### src/dce_pkg.sv
package dce_pkg;

  // ----------------------------------------
  // Operation codes
  // ----------------------------------------
  typedef enum logic [4:0] {
    DCE_OP_NONE     = 5'h00,
    DCE_OP_DIV_S    = 5'h01,
    DCE_OP_SIGNED_WIDE_QUOTIENT_OP   = 5'h02,
    DCE_OP_DIV_U    = 5'h03,
    DCE_OP_UNSIGNED_WIDE_QUOTIENT_OP   = 5'h04,
    DCE_OP_FRACTIONAL_QUOTIENT_OP     = 5'h05,
    DCE_OP_LOOP_LIT = 5'h06,
    DCE_OP_LOOP_REG = 5'h07,
    DCE_OP_DIST_SQ  = 5'h08,
    DCE_OP_SIGN_SCN = 5'h09,
    DCE_OP_LEAD_SCN = 5'h0A,
    DCE_OP_TRAIL_SC = 5'h0B,
    DCE_OP_LSR1     = 5'h0C,
    DCE_OP_LSRN     = 5'h0D,
    DCE_OP_LIT16    = 5'h0E,
    DCE_OP_LIT8     = 5'h0F,
    DCE_OP_DBL_FROM = 5'h10,
    DCE_OP_DBL_TO   = 5'h11,
    DCE_OP_PREFETCH = 5'h12
  } dce_op_t;

  // ----------------------------------------
  // Timing and reset values
  // ----------------------------------------
  localparam logic [4:0] DCE_DIV_CYCLES = 5'h12;   // 18 instruction cycles
  localparam logic [4:0] DCE_LOOP_CYCLES = 5'h02;
  localparam logic [4:0] DCE_DBL_CYCLES = 5'h02;
  localparam logic [15:0] DCE_WORD_RST = 16'h0000;
  localparam int DCE_LIT14_W = 14;

  // Issued instruction
  typedef struct packed {
    dce_op_t op;
    logic [15:0] src_a;     // Dividend low / source / literal / count
    logic [15:0] src_b;     // Divisor / dividend high / shift amount / pair high
    logic [15:0] src_c;     // Loop offset / X prefetch / wide divisor
    logic [15:0] src_d;     // Y prefetch (accumulator write-back value comes from src_a)
    logic awb_en;           // Accumulator write-back requested
  } dce_instr_t;

  // Status flags
  typedef struct packed {
    logic n;
    logic z;
    logic c;
    logic ov;
    logic acc_a_overflow_flag;
    logic acc_b_overflow_flag;
    logic either_acc_overflow_flag;
    logic acc_a_clipped_flag;
    logic acc_b_clipped_flag;
    logic any_acc_clipped_flag;
  } dce_flags_t;

  localparam dce_flags_t DCE_FLAGS_RST = '0;

  // Results
  typedef struct packed {
    logic [15:0] lo;        // Quotient / result / low word
    logic [15:0] hi;        // Remainder / high word / Y prefetch
    logic [39:0] acc;       // Accumulator result
  } dce_result_t;

endpackage

### src/dce_divider.sv
`timescale 1ns/10ps
// ----------------------------------------
// Iterative restoring divider, one bit per cycle
// ----------------------------------------
module dce_divider
  import dce_pkg::*;
(
  input wire logic clk_i,
  input wire logic rst_i,
  input wire logic start_i,
  input wire logic is_signed_i,
  input wire logic is_wide_i,
  input wire logic is_frac_i,
  input wire logic [15:0] dvd_lo_i,
  input wire logic [15:0] dvd_hi_i,
  input wire logic [15:0] dvs_i,
  output logic [15:0] quot_o,
  output logic [15:0] rem_o,
  output logic ovf_o
);

  logic [31:0] mag_dvd;
  logic [15:0] mag_dvs;
  logic [31:0] shreg;
  logic [16:0] rem;
  logic [15:0] dvs;
  logic neg_q;
  logic neg_r;
  logic ovf;
  logic [16:0] trial;

  // Operand magnitudes and divide setup
  always_comb begin
    logic [31:0] dvd;
    dvd = 32'h0000_0000;
    if (is_frac_i) begin
      dvd = {1'b0, dvd_lo_i, 15'h0000};
    end else if (is_wide_i) begin
      dvd = {dvd_hi_i, dvd_lo_i};
    end else if (is_signed_i) begin
      dvd = {{16{dvd_lo_i[15]}}, dvd_lo_i};
    end else begin
      dvd = {16'h0000, dvd_lo_i};
    end
    mag_dvd = (is_signed_i && dvd[31] && !is_frac_i) ? 32'(-dvd) : dvd;
    if (is_frac_i && dvd_lo_i[15]) begin
      mag_dvd = {1'b0, 16'(-dvd_lo_i), 15'h0000};
    end
    mag_dvs = (is_signed_i && dvs_i[15]) ? 16'(-dvs_i) : dvs_i;
  end

  assign trial = {rem[15:0], shreg[31]} - {1'b0, dvs};

  // Shift-subtract iteration
  always_ff @(posedge clk_i or posedge rst_i) begin
    if (rst_i) begin
      shreg <= 32'h0000_0000;
      rem <= 17'h0_0000;
      dvs <= 16'h0000;
      neg_q <= 1'b0;
      neg_r <= 1'b0;
      ovf <= 1'b0;
    end else if (start_i) begin
      // High half seeds the remainder, low half is shifted in over 16 steps
      shreg <= {mag_dvd[15:0], 16'h0000};
      rem <= {1'b0, mag_dvd[31:16]};
      dvs <= mag_dvs;
      neg_q <= is_signed_i & (dvd_hi_i[15] ^ dvs_i[15]) & is_wide_i
             | is_signed_i & (dvd_lo_i[15] ^ dvs_i[15]) & !is_wide_i;
      neg_r <= is_signed_i & (is_wide_i ? dvd_hi_i[15] : dvd_lo_i[15]);
      ovf <= (dvs_i == 16'h0000) || (mag_dvd[31:16] >= mag_dvs);
    end else begin
      shreg <= {shreg[30:0], ~trial[16]};
      rem <= trial[16] ? {rem[15:0], shreg[31]} : trial;
    end
  end

  // Sign fix-up of results
  always_comb begin
    quot_o = neg_q ? 16'(-shreg[15:0]) : shreg[15:0];
    rem_o = neg_r ? 16'(-rem[15:0]) : rem[15:0];
    ovf_o = ovf;
  end

endmodule

### src/dce_core.sv
`timescale 1ns/10ps
// Summary of operation
// - Signed 16/16 divide: 18 cycles, NZCV
// - Signed 32/16 divide: 18 cycles, NZCV
// - Unsigned 16/16 divide: 18 cycles, NZCV
// - Unsigned 32/16 divide: 18 cycles, NZCV
// - Fractional divide: 18 cycles, NZCV
// - Literal loop: count lit+1, two cycles
// - Register loop: count reg+1, two cycles
// - Distance square: one cycle, accumulator flags
// - Sign-change scan from MSB, carry only
// - Leading-one scan from MSB, carry only
// - Trailing-one scan from LSB, carry only
// - Single-bit right shift updates C,N,OV,Z
// - Multi-bit right shift updates N,Z only
// - 16-bit literal transfer, no flags
// - 8-bit literal transfer, no flags
// - Double transfer from pair, two cycles
// - Double transfer into pair, two cycles
// - Prefetch and store accumulator, one cycle
module dce_core
  import dce_pkg::*;
(
  input wire logic clk_i,
  input wire logic rst_i,
  input wire logic issue_i,
  input wire dce_instr_t instr_i,
  output logic busy_o,
  output logic done_o,
  output dce_result_t result_o,
  output dce_flags_t flags_o,
  output logic loop_start_o,
  output logic [15:0] loop_count_o,
  output logic [15:0] loop_end_o,
  output logic prefetch_o,
  output logic [15:0] x_prefetch_o,
  output logic [15:0] y_prefetch_o,
  output logic acc_writeback_target_o,
  output logic [15:0] writeback_data_o
);

  // ----------------------------------------
  // Helper functions
  // ----------------------------------------
  function automatic logic [4:0] lead_one(input logic [15:0] v);
    logic [4:0] pos;
    pos = 5'h00;
    for (int i = 0; i < 16; i++) begin
      if (pos == 5'h00 && v[15 - i]) begin
        pos = 5'(i + 1);
      end
    end
    return pos;
  endfunction

  function automatic logic [4:0] trail_one(input logic [15:0] v);
    logic [4:0] pos;
    pos = 5'h00;
    for (int i = 0; i < 16; i++) begin
      if (pos == 5'h00 && v[i]) begin
        pos = 5'(i + 1);
      end
    end
    return pos;
  endfunction

  function automatic logic is_div(input dce_op_t op);
    return op inside {DCE_OP_DIV_S, DCE_OP_SIGNED_WIDE_QUOTIENT_OP, DCE_OP_DIV_U, DCE_OP_UNSIGNED_WIDE_QUOTIENT_OP, DCE_OP_FRACTIONAL_QUOTIENT_OP};
  endfunction

  // ----------------------------------------
  // Sequencing
  // ----------------------------------------
  typedef enum logic [1:0] {
    DCE_ST_IDLE = 2'b00,
    DCE_ST_DIV  = 2'b01,
    DCE_ST_TWO  = 2'b10
  } dce_state_t;

  dce_state_t state;
  dce_op_t cur_op;
  logic [4:0] cnt;
  dce_instr_t held;
  logic [15:0] div_quot;
  logic [15:0] div_rem;
  logic div_ovf;
  logic accept;

  assign accept = issue_i && state == DCE_ST_IDLE;

  // Divider engine
  dce_divider u_div (
    .clk_i(clk_i),
    .rst_i(rst_i),
    .start_i(accept && is_div(instr_i.op)),
    .is_signed_i(instr_i.op inside {DCE_OP_DIV_S, DCE_OP_SIGNED_WIDE_QUOTIENT_OP, DCE_OP_FRACTIONAL_QUOTIENT_OP}),
    .is_wide_i(instr_i.op inside {DCE_OP_SIGNED_WIDE_QUOTIENT_OP, DCE_OP_UNSIGNED_WIDE_QUOTIENT_OP}),
    .is_frac_i(instr_i.op == DCE_OP_FRACTIONAL_QUOTIENT_OP),
    .dvd_lo_i(instr_i.src_a),
    .dvd_hi_i(instr_i.src_b),
    .dvs_i(instr_i.op inside {DCE_OP_SIGNED_WIDE_QUOTIENT_OP, DCE_OP_UNSIGNED_WIDE_QUOTIENT_OP} ? instr_i.src_c : instr_i.src_b),
    .quot_o(div_quot),
    .rem_o(div_rem),
    .ovf_o(div_ovf)
  );

  // State and cycle count; issue stalls while busy
  always_ff @(posedge clk_i or posedge rst_i) begin
    if (rst_i) begin
      state <= DCE_ST_IDLE;
      cnt <= 5'h00;
      cur_op <= DCE_OP_NONE;
      held <= '0;
    end else begin
      unique case (state)
        DCE_ST_IDLE: begin
          if (accept) begin
            cur_op <= instr_i.op;
            held <= instr_i;
            if (is_div(instr_i.op)) begin
              state <= DCE_ST_DIV;
              cnt <= DCE_DIV_CYCLES - 5'h01;
            end else if (instr_i.op inside {DCE_OP_LOOP_LIT, DCE_OP_LOOP_REG}) begin
              state <= DCE_ST_TWO;
              cnt <= DCE_LOOP_CYCLES - 5'h01;
            end else if (instr_i.op inside {DCE_OP_DBL_FROM, DCE_OP_DBL_TO}) begin
              state <= DCE_ST_TWO;
              cnt <= DCE_DBL_CYCLES - 5'h01;
            end
          end
        end
        DCE_ST_DIV, DCE_ST_TWO: begin
          cnt <= cnt - 5'h01;
          if (cnt == 5'h01) begin
            state <= DCE_ST_IDLE;
          end
        end
        default: begin
          state <= DCE_ST_IDLE;
        end
      endcase
    end
  end

  // Busy holds off issue until the final cycle
  always_ff @(posedge clk_i or posedge rst_i) begin
    if (rst_i) begin
      busy_o <= 1'b0;
    end else if (accept) begin
      busy_o <= is_div(instr_i.op)
        || instr_i.op inside {DCE_OP_LOOP_LIT, DCE_OP_LOOP_REG, DCE_OP_DBL_FROM, DCE_OP_DBL_TO};
    end else if (state != DCE_ST_IDLE && cnt == 5'h01) begin
      busy_o <= 1'b0;
    end
  end

  // ----------------------------------------
  // Single-cycle datapath and completion
  // ----------------------------------------
  logic fin_multi;
  assign fin_multi = state != DCE_ST_IDLE && cnt == 5'h01;

  always_ff @(posedge clk_i or posedge rst_i) begin
    if (rst_i) begin
      done_o <= 1'b0;
      result_o <= '0;
      flags_o <= DCE_FLAGS_RST;
    end else begin
      done_o <= 1'b0;
      if (fin_multi) begin
        done_o <= 1'b1;
        if (is_div(cur_op)) begin
          result_o.lo <= div_quot;
          result_o.hi <= div_rem;
          flags_o.n <= div_quot[15];
          flags_o.z <= div_quot == DCE_WORD_RST;
          flags_o.c <= div_rem == DCE_WORD_RST;
          flags_o.ov <= div_ovf;
        end else if (cur_op == DCE_OP_DBL_FROM) begin
          result_o.lo <= held.src_a;
          result_o.hi <= held.src_b;
        end else if (cur_op == DCE_OP_DBL_TO) begin
          result_o.lo <= held.src_a;
          result_o.hi <= held.src_b;
        end
      end else if (accept) begin
        unique case (instr_i.op)
          DCE_OP_DIST_SQ: begin
            logic [31:0] d;
            logic [39:0] sq;
            logic signed [33:0] prod;
            logic ovf;
            logic clip;
            d = 32'(signed'(instr_i.src_a)) - 32'(signed'(instr_i.src_b));
            prod = $signed(d[16:0]) * $signed(d[16:0]); // Full 34-bit square
            sq = {6'h00, prod[33:0]};
            ovf = sq[39:31] != 9'h000;
            clip = sq[39:34] != 6'h00;
            done_o <= 1'b1;
            result_o.acc <= clip ? 40'h7F_FFFF_FFFF : sq;
            result_o.lo <= instr_i.src_c;
            result_o.hi <= instr_i.src_d;
            if (instr_i.awb_en) begin
              flags_o.acc_b_overflow_flag <= ovf;
              flags_o.acc_b_clipped_flag <= clip;
              flags_o.either_acc_overflow_flag <= ovf | flags_o.acc_a_overflow_flag;
              flags_o.any_acc_clipped_flag <= clip | flags_o.acc_a_clipped_flag;
            end else begin
              flags_o.acc_a_overflow_flag <= ovf;
              flags_o.acc_a_clipped_flag <= clip;
              flags_o.either_acc_overflow_flag <= ovf | flags_o.acc_b_overflow_flag;
              flags_o.any_acc_clipped_flag <= clip | flags_o.acc_b_clipped_flag;
            end
          end
          DCE_OP_SIGN_SCN: begin
            logic [4:0] p;
            p = lead_one(instr_i.src_a ^ {instr_i.src_a[14:0], instr_i.src_a[0]});
            done_o <= 1'b1;
            result_o.lo <= {11'h000, p};
            flags_o.c <= p == 5'h00;
          end
          DCE_OP_LEAD_SCN: begin
            logic [4:0] p;
            p = lead_one(instr_i.src_a);
            done_o <= 1'b1;
            result_o.lo <= {11'h000, p};
            flags_o.c <= p == 5'h00;
          end
          DCE_OP_TRAIL_SC: begin
            logic [4:0] p;
            p = trail_one(instr_i.src_a);
            done_o <= 1'b1;
            result_o.lo <= {11'h000, p};
            flags_o.c <= p == 5'h00;
          end
          DCE_OP_LSR1: begin
            done_o <= 1'b1;
            result_o.lo <= {1'b0, instr_i.src_a[15:1]};
            flags_o.c <= instr_i.src_a[0];
            flags_o.n <= 1'b0;
            flags_o.ov <= 1'b0;
            flags_o.z <= instr_i.src_a[15:1] == 15'h0000;
          end
          DCE_OP_LSRN: begin
            logic [15:0] r;
            r = instr_i.src_a >> instr_i.src_b[3:0];
            done_o <= 1'b1;
            result_o.lo <= r;
            flags_o.n <= r[15];
            flags_o.z <= r == DCE_WORD_RST;
          end
          DCE_OP_LIT16: begin
            done_o <= 1'b1;
            result_o.lo <= instr_i.src_a;
          end
          DCE_OP_LIT8: begin
            done_o <= 1'b1;
            result_o.lo <= {instr_i.src_b[15:8], instr_i.src_a[7:0]};
          end
          DCE_OP_PREFETCH: begin
            done_o <= 1'b1;
          end
          default: begin
          end
        endcase
      end
    end
  end

  // ----------------------------------------
  // Loop setup and prefetch outputs
  // ----------------------------------------
  always_ff @(posedge clk_i or posedge rst_i) begin
    if (rst_i) begin
      loop_start_o <= 1'b0;
      loop_count_o <= DCE_WORD_RST;
      loop_end_o <= DCE_WORD_RST;
    end else begin
      loop_start_o <= 1'b0;
      if (fin_multi && cur_op inside {DCE_OP_LOOP_LIT, DCE_OP_LOOP_REG}) begin
        loop_start_o <= 1'b1;
        loop_end_o <= held.src_c;
        if (cur_op == DCE_OP_LOOP_LIT) begin
          loop_count_o <= {2'b00, held.src_a[DCE_LIT14_W-1:0]} + 16'h0001;
        end else begin
          loop_count_o <= held.src_a + 16'h0001;
        end
      end
    end
  end

  // Operand prefetch and accumulator write-back
  always_ff @(posedge clk_i or posedge rst_i) begin
    if (rst_i) begin
      prefetch_o <= 1'b0;
      x_prefetch_o <= DCE_WORD_RST;
      y_prefetch_o <= DCE_WORD_RST;
      acc_writeback_target_o <= 1'b0;
      writeback_data_o <= DCE_WORD_RST;
    end else begin
      prefetch_o <= 1'b0;
      acc_writeback_target_o <= 1'b0;
      if (accept && instr_i.op inside {DCE_OP_PREFETCH, DCE_OP_DIST_SQ}) begin
        prefetch_o <= 1'b1;
        x_prefetch_o <= instr_i.src_c;
        y_prefetch_o <= instr_i.src_d;
        if (instr_i.op == DCE_OP_PREFETCH && instr_i.awb_en) begin
          acc_writeback_target_o <= 1'b1;
          writeback_data_o <= instr_i.src_a;
        end
      end
    end
  end

endmodule

### config.mk
export PLATFORM = sky130hd
export DESIGN_NAME = dce_core
export DESIGN_NICKNAME = d
export VERILOG_FILES = /design/src/dce_pkg.sv /design/src/dce_divider.sv /design/src/dce_core.sv
export SDC_FILE = /design/constraint.sdc
export NUM_CORES = 2
export LEC_CHECK = 0
export ABC_AREA = 0
export BUFFER_PORTS_ARGS = -buffer_cell sky130_fd_sc_hd__buf_2
export CAP_MARGIN = 20
export CORE_MARGIN = 2
export CORE_UTILIZATION = 56
export DETAILED_ROUTE_END_ITERATION = 10
export GPL_TIMING_DRIVEN = 0
export HOLD_SLACK_MARGIN = 0.1
export PLACE_DENSITY = 0.81
export RECOVER_POWER = 100
export SETUP_SLACK_MARGIN = 0.3
export SYNTH_ARGS = -nofsm -noshare
export SYNTH_HDL_FRONTEND = slang
export SYNTH_SLANG_ARGS = --single-unit
### constraint.sdc
create_clock -name clk_i -period 8.11 [get_ports clk_i]
set_input_delay 0.811 -clock clk_i [delete_from_list [all_inputs] [get_ports clk_i]]
set_output_delay 0.811 -clock clk_i [all_outputs]
set_load 0.01 [all_outputs]
---- Yosys cells after proc, flatten, opt, wreduce, memory -nomap -nowiden ----
Cells that the tools add are included.
storage, ports and cells
  register bits ........................... 285
  input port bits ......................... 73
  output and inout bits ................... 167
cells by class
  add/subtract/negate cells ............... 10
  multiply operators ...................... 1
  order comparisons ....................... 1
  eq/ne operators ......................... 35
  shift operators ......................... 1
  mux-type cells .......................... 243
  bitwise logic cells ..................... 14
  reductions and logical operators ........ 145
operators with widths
  cell                                                                    number
  5-bit 2-to-1 mux                                                        193
  32-bit 2-to-1 mux                                                       10
  5-bit zero test                                                         48
  16-bit case mux with 8 select lines                                     1
  16-bit 2-to-1 mux                                                       7
  72-bit 2-to-1 mux                                                       1
  16-bit zero test                                                        4
  16-bit negator                                                          4
  56-bit 2-to-1 mux                                                       1
  1-bit logical AND                                                       55
  5-bit by 3-bit equality test with 1-bit output (second input constant)  8
  5-bit by 4-bit equality test with 1-bit output (second input constant)  8
  17-bit by 17-bit multiplier with 34-bit output                          1
  32-bit negator                                                          1
  5-bit equality test (second input constant)                             5
  3-bit AND reduction                                                     8
  5-bit by 2-bit equality test with 1-bit output (second input constant)  4
  2-bit nonzero test                                                      10
  1-bit 2-to-1 mux                                                        17
  16-bit by 16-bit subtractor with 17-bit output                          1
  17-bit by 16-bit subtractor with 17-bit output                          1
  16-bit by 1-bit adder with 16-bit output (second input constant)        1
  16-bit greater-or-equal comparator                                      1
  16-bit by 4-bit >> shifter with 16-bit output                           1
  32 further kinds                                                        59

---- Depth between registers and ports, before layout ----
  depth in word-level cells ............... 99
  depth in mapped cells ................... 37
  mapped depth without buffers ............ 35

---- By module ----
Synthesis repeated with hierarchy kept, for this count alone.
second synthesis, totals
  cells, all modules ...................... 3268
  area, all modules ....................... 28776.3 µm²
by module, submodules not included
  module       instances  cells an instance  area each (µm²)  seq. area each (µm²)
  dce_core     1          2521               22409.0          5430.2
  dce_divider  1          747                6367.4           1676.6

---- Least setup slack after synthesis ----
No wires, ideal clock.
  path kind ............................... in2reg
  from .................................... input port instr_i[34] (netlist bit)
  to ...................................... register flags_o[3] (netlist bit)
  library setup time ...................... 0.132 ns
  data arrival time ....................... 9.449 ns
  required time ........................... 7.978 ns
  path slack .............................. -1.472 ns
  stages .................................. 32
  path buffers ............................ 3
  cell sequence ........................... clkbuf_1 -> clkbuf_1 -> inv_1 -> fa_1 -> a21o_1 -> a21oi_1 -> o21ai_1 -> nand4_1 -> nand3_1 -> a311oi_1 -> nor2_1 -> o31ai_2 -> clkbuf_1 -> nand2_1 -> fa_1 -> inv_1 -> fa_1 -> inv_1 -> fa_1 -> fa_1 -> fa_1 -> inv_1 -> fa_1 -> ha_1 -> a21oi_1 -> nor3b_2 -> or4b_4 -> a21oi_4 -> a211oi_1 -> or3b_1 -> a2111oi_4 -> a21oi_1
between the ends
  longest elaborated chain between the ends .. 5
  elaborated cells on any way between the ends .. 6
  classes of those cells .................. add/sub: 1; mul: 1; mux: 1; bitwise: 2; reduce/logical: 1
ends and longest elaborated chain
  item                                              RTL line                          source
  start, declared                                   dce_core.sv:27                    input wire dce_instr_t instr_i,
  16-bit by 16-bit subtractor with 17-bit output *  dce_core.sv:194                   d = 32'(signed'(instr_i.src_a)) - 32'(signed'(instr_i.src_b));
  17-bit by 17-bit multiplier with 34-bit output *  dce_core.sv:195                   prod = $signed(d[16:0]) * $signed(d[16:0]);
  3-bit nonzero test *                              dce_core.sv:197                   ovf = sq[39:31] != 9'h000;
  1-bit bitwise OR, on equally long branches        dce_core.sv:211, dce_core.sv:206
  1-bit 2-to-1 mux *                                dce_core.sv:203                   if (instr_i.awb_en) begin
  end, declared                                     dce_core.sv:31                    output dce_flags_t flags_o,
Every way passes the cells marked *; elsewhere a longest branch is shown, timed or not.
A chain may end at the register's enable or synchronous reset.

---- Final worst setup path ----
  from .................................... input port instr_i[35] (netlist bit)
  to ...................................... register result_o[23] (netlist bit)
between the ends
  longest elaborated chain between the ends .. 2
ends and longest elaborated chain
  item                                            RTL line         source
  16-bit by 16-bit subtractor with 17-bit output  dce_core.sv:194
  17-bit by 17-bit multiplier with 34-bit output  dce_core.sv:195
  end, declared                                   dce_core.sv:30   output dce_result_t result_o,
Every way passes these cells.

==> flow_summary.json <==
{
  "status": "complete, but fails checks",
  "violations": "capacitance limit, slew limit, setup timing",
  "async_flop_share_pct": 100,
  "timing.hold.ws_ns": 0.357,
  "cp_data_arrival_time_ns": 9.22,
  "critPathMostFrequentCell": "sky130_fd_sc_hd__fa_1",
  "syn_inst": 3282,
  "floorplan.die_area_mm2": 0.0528,
  "layout.area.seq_mm2": 0.00711,
  "clk_pin_slew_worst_paths_ns": 0.06,
  "syn_area_per_cell_um2": 8.69,
  "max_slew.worst_pin.slew_ns": 2.30,
  "layout_setup_ws_ns": -0.633,
  "routabilityCongestion": 1.03,
  "finalNonFillerCells": 4336,
  "timing.setup.critical_path_class": "in2reg",
  "final-hold-violation-count": 0,
  "routed-via-count": 26593,
  "largest-register": "result_o",
  "overflow_left_after_global_routing": 0,
  "first_global_vias": 25808,
  "cts_buffers": 30,
  "timing.clock.skew_ns": 0.0356,
  "clock_tree_from_tritoncts": "done",
  "post-route-min-period_ns": 8.74,
  "ioPinCount": 240,
  "final.setup.tns_ns": -4.64,
  "clock_sink_count": 284,
  "timing.slew.headroom_pct": -53.6,
  "preCtsSetupSlack_ns": -2.00,
  "initial_antenna_violation_count": 6,
  "slew_violations": 236,
  "drive_gt1_share_pct": 13.5,
  "timing.fmax_mhz": 114,
  "end_kind": "register",
  "cap_violations": 6,
  "crit_slowest_cell": "sky130_fd_sc_hd__fa_1",
  "r2r.worst_path.cells": 12,
  "critPathMaxStageDelay_ns": 0.57,
  "dp_cells": 4198,
  "clock-root-buffer": "sky130_fd_sc_hd__clkbuf_16",
  "die_height_um": 230,
  "drc_errors": 0,
  "finalSetupViolations": 13,
  "clock_latency_ns": 0.62,
  "synth_largest_type_area_fraction_pct": 24.9,
  "finalWirelength_um": 98600,
  "drt_first_pass_iters": 7,
  "layout.nets": 4142,
  "placement_rows": 82,
  "synth_flop_cell": "sky130_fd_sc_hd__dfrtp_1",
  "yosysUniqueCellTypes": 99,
  "post_synth_main_area_contributors": "sky130_fd_sc_hd__dfrtp_1 (25%), sky130_fd_sc_hd__fa_1 (19%), sky130_fd_sc_hd__ha_1 (7.0%)",
  "globalRouteTotalUtil_pct": 36.5,
  "timing.hold.worst.class": "in2async",
  "port_buffers": 225,
  "timing.critical_path.from_type": "input pin",
  "grt_first_pass_wirelength_um": 149000,
  "cts_hold_buf": 0,
  "synthMostInstantiatedCell": "sky130_fd_sc_hd__nand2_1",
  "setup_repair_after_global_routing_missed_its_margin": "yes",
  "synth_edf_count": 0,
  "dr.first_iter.drc_count": 2915,
  "max-clock-path-buffers": 3,
  "synth_top_area_cell": "sky130_fd_sc_hd__dfrtp_1",
  "maximum_number_of_pins_on_one_net_before_global_route_repair": 45,
  "crit_fanout": 10,
  "reg2reg_setup_slack_ns": 3.79,
  "yosysSeqAreaShare_pct": 24.9,
  "synthToLayoutAreaGrowth_pct": 16.1,
  "hpwl_um": 75700,
  "ant_nets": 0,
  "final_period_util_pct": 108,
  "biggestRegsByFlops": "result_o: 65 flops, held: 48 flops, u_div.shreg: 32 flops",
  "yosys_warning_total": 0,
  "post_synth_instance_area_mm2": 0.0285,
  "yosys-top-cells-count": "sky130_fd_sc_hd__nand2_1 (502), sky130_fd_sc_hd__inv_1 (389), sky130_fd_sc_hd__dfrtp_1 (284)",
  "cts.htree.levels": 1,
  "combined_area_of_the_multi_input_logic_cells_mm2": 0.0201,
  "synth_seq_cells": 284,
  "start_util_pct": 56.8,
  "filler_cell_count": 4097,
  "chipWidth_um": 230,
  "max_reg_flops": 65,
  "critical_path_required_ns": 8.58,
  "vias_per_inst": 6.13,
  "floorplan.core_area_mm2": 0.0502,
  "drt-wirelength-per-cell_um": 22.7
}
placed cells by master, fill, tap and decap left out, types with 65 or more instances in the layout:
cell type                    n
sky130_fd_sc_hd__nand2_1   487
sky130_fd_sc_hd__inv_1     365
sky130_fd_sc_hd__clkbuf_1  291
sky130_fd_sc_hd__dfrtp_1   284
sky130_fd_sc_hd__fa_1      256
sky130_fd_sc_hd__nor2_1    236
sky130_fd_sc_hd__o21ai_0   209
sky130_fd_sc_hd__ha_1      144
sky130_fd_sc_hd__a21oi_1   142
sky130_fd_sc_hd__xnor2_1    86
sky130_fd_sc_hd__buf_4      75
sky130_fd_sc_hd__buf_2      68
sky130_fd_sc_hd__mux2_2     65
critical path, delay by kind of cell:
kind,cells,cell delay (ns)
xor gates and xnor gates,1,0.14
AOI/OAI and AO/OA,10,1.86
buffers and inverters,13,1.47
and+or+nand+nor,6,1.16
adders and majority gates,8,3.74
layout make-up:
| class | count | share of cell area [%] |
|---|---|---|
| diodes | 4 | 0.0302 |
| plain buffers | 158 | 2.62 |
| clock buffers | 42 | 2.53 |
| clock inverters | 12 | 0.461 |
| inverters | 397 | 4.63 |
| multi-input cells | 2452 | 60.7 |
| flip-flops and latches | 284 | 21.5 |
| well taps | 672 | 2.54 |
| repair buffers | 315 | 5.05 |
stage by stage:
stage	area (um^2)	util, %
global route	33100	66.0
global placement	31000	61.7
CTS	33000	65.9
detailed placement	31100	62.1
floorplan	29000	-
finish	33100	66.0
path summary, 6_finish.rpt:
check,startpoint,end
max,instr_i[35],result_o[23]
min,rst_i,result_o[4]
max reg2reg,u_div.rem[0],u_div.rem[5]
min reg2reg,u_div.shreg[21],u_div.shreg[22]
max in group asynchronous,rst_i,writeback_data_o[7]
min in group clk_i,instr_i[12],y_prefetch_o[11]
timing repair:
action | CTS | global route
hold endpoints to repair | 0 | 0
pin swaps | 53 | 55
setup buffers | 54 | 25
endpoints found under the setup margin | 24 | 21
cloned | 0 | 0
gates resized for setup | 114 | 74
cell families (layout without fill, tap and decap cells):
family,count (synthesis),after routing,share of synthesized area [%]
fa+ha+maj,431,431,26.1
other cells,1,14,0.0131
buf+inv,555,924,7.61
mux,128,128,5.26
flops,284,284,24.9
xor+xnor,151,151,4.66
simple gates,1090,1090,17.2
compound gates,642,642,14.3
layer usage:
metal	vias to the layer above	share of wire, %	GRT usage (%)
met5	-	0.045	0
met4	6	5.1	14.8
met3	353	11	7.49
met2	1505	45	56.2
met1	13098	39	50.6
li1	11631	-	-
Power is left out: the tool's default activity adds up to more than one toggle a clock period on the data nets, which glitch-free logic cannot reach.
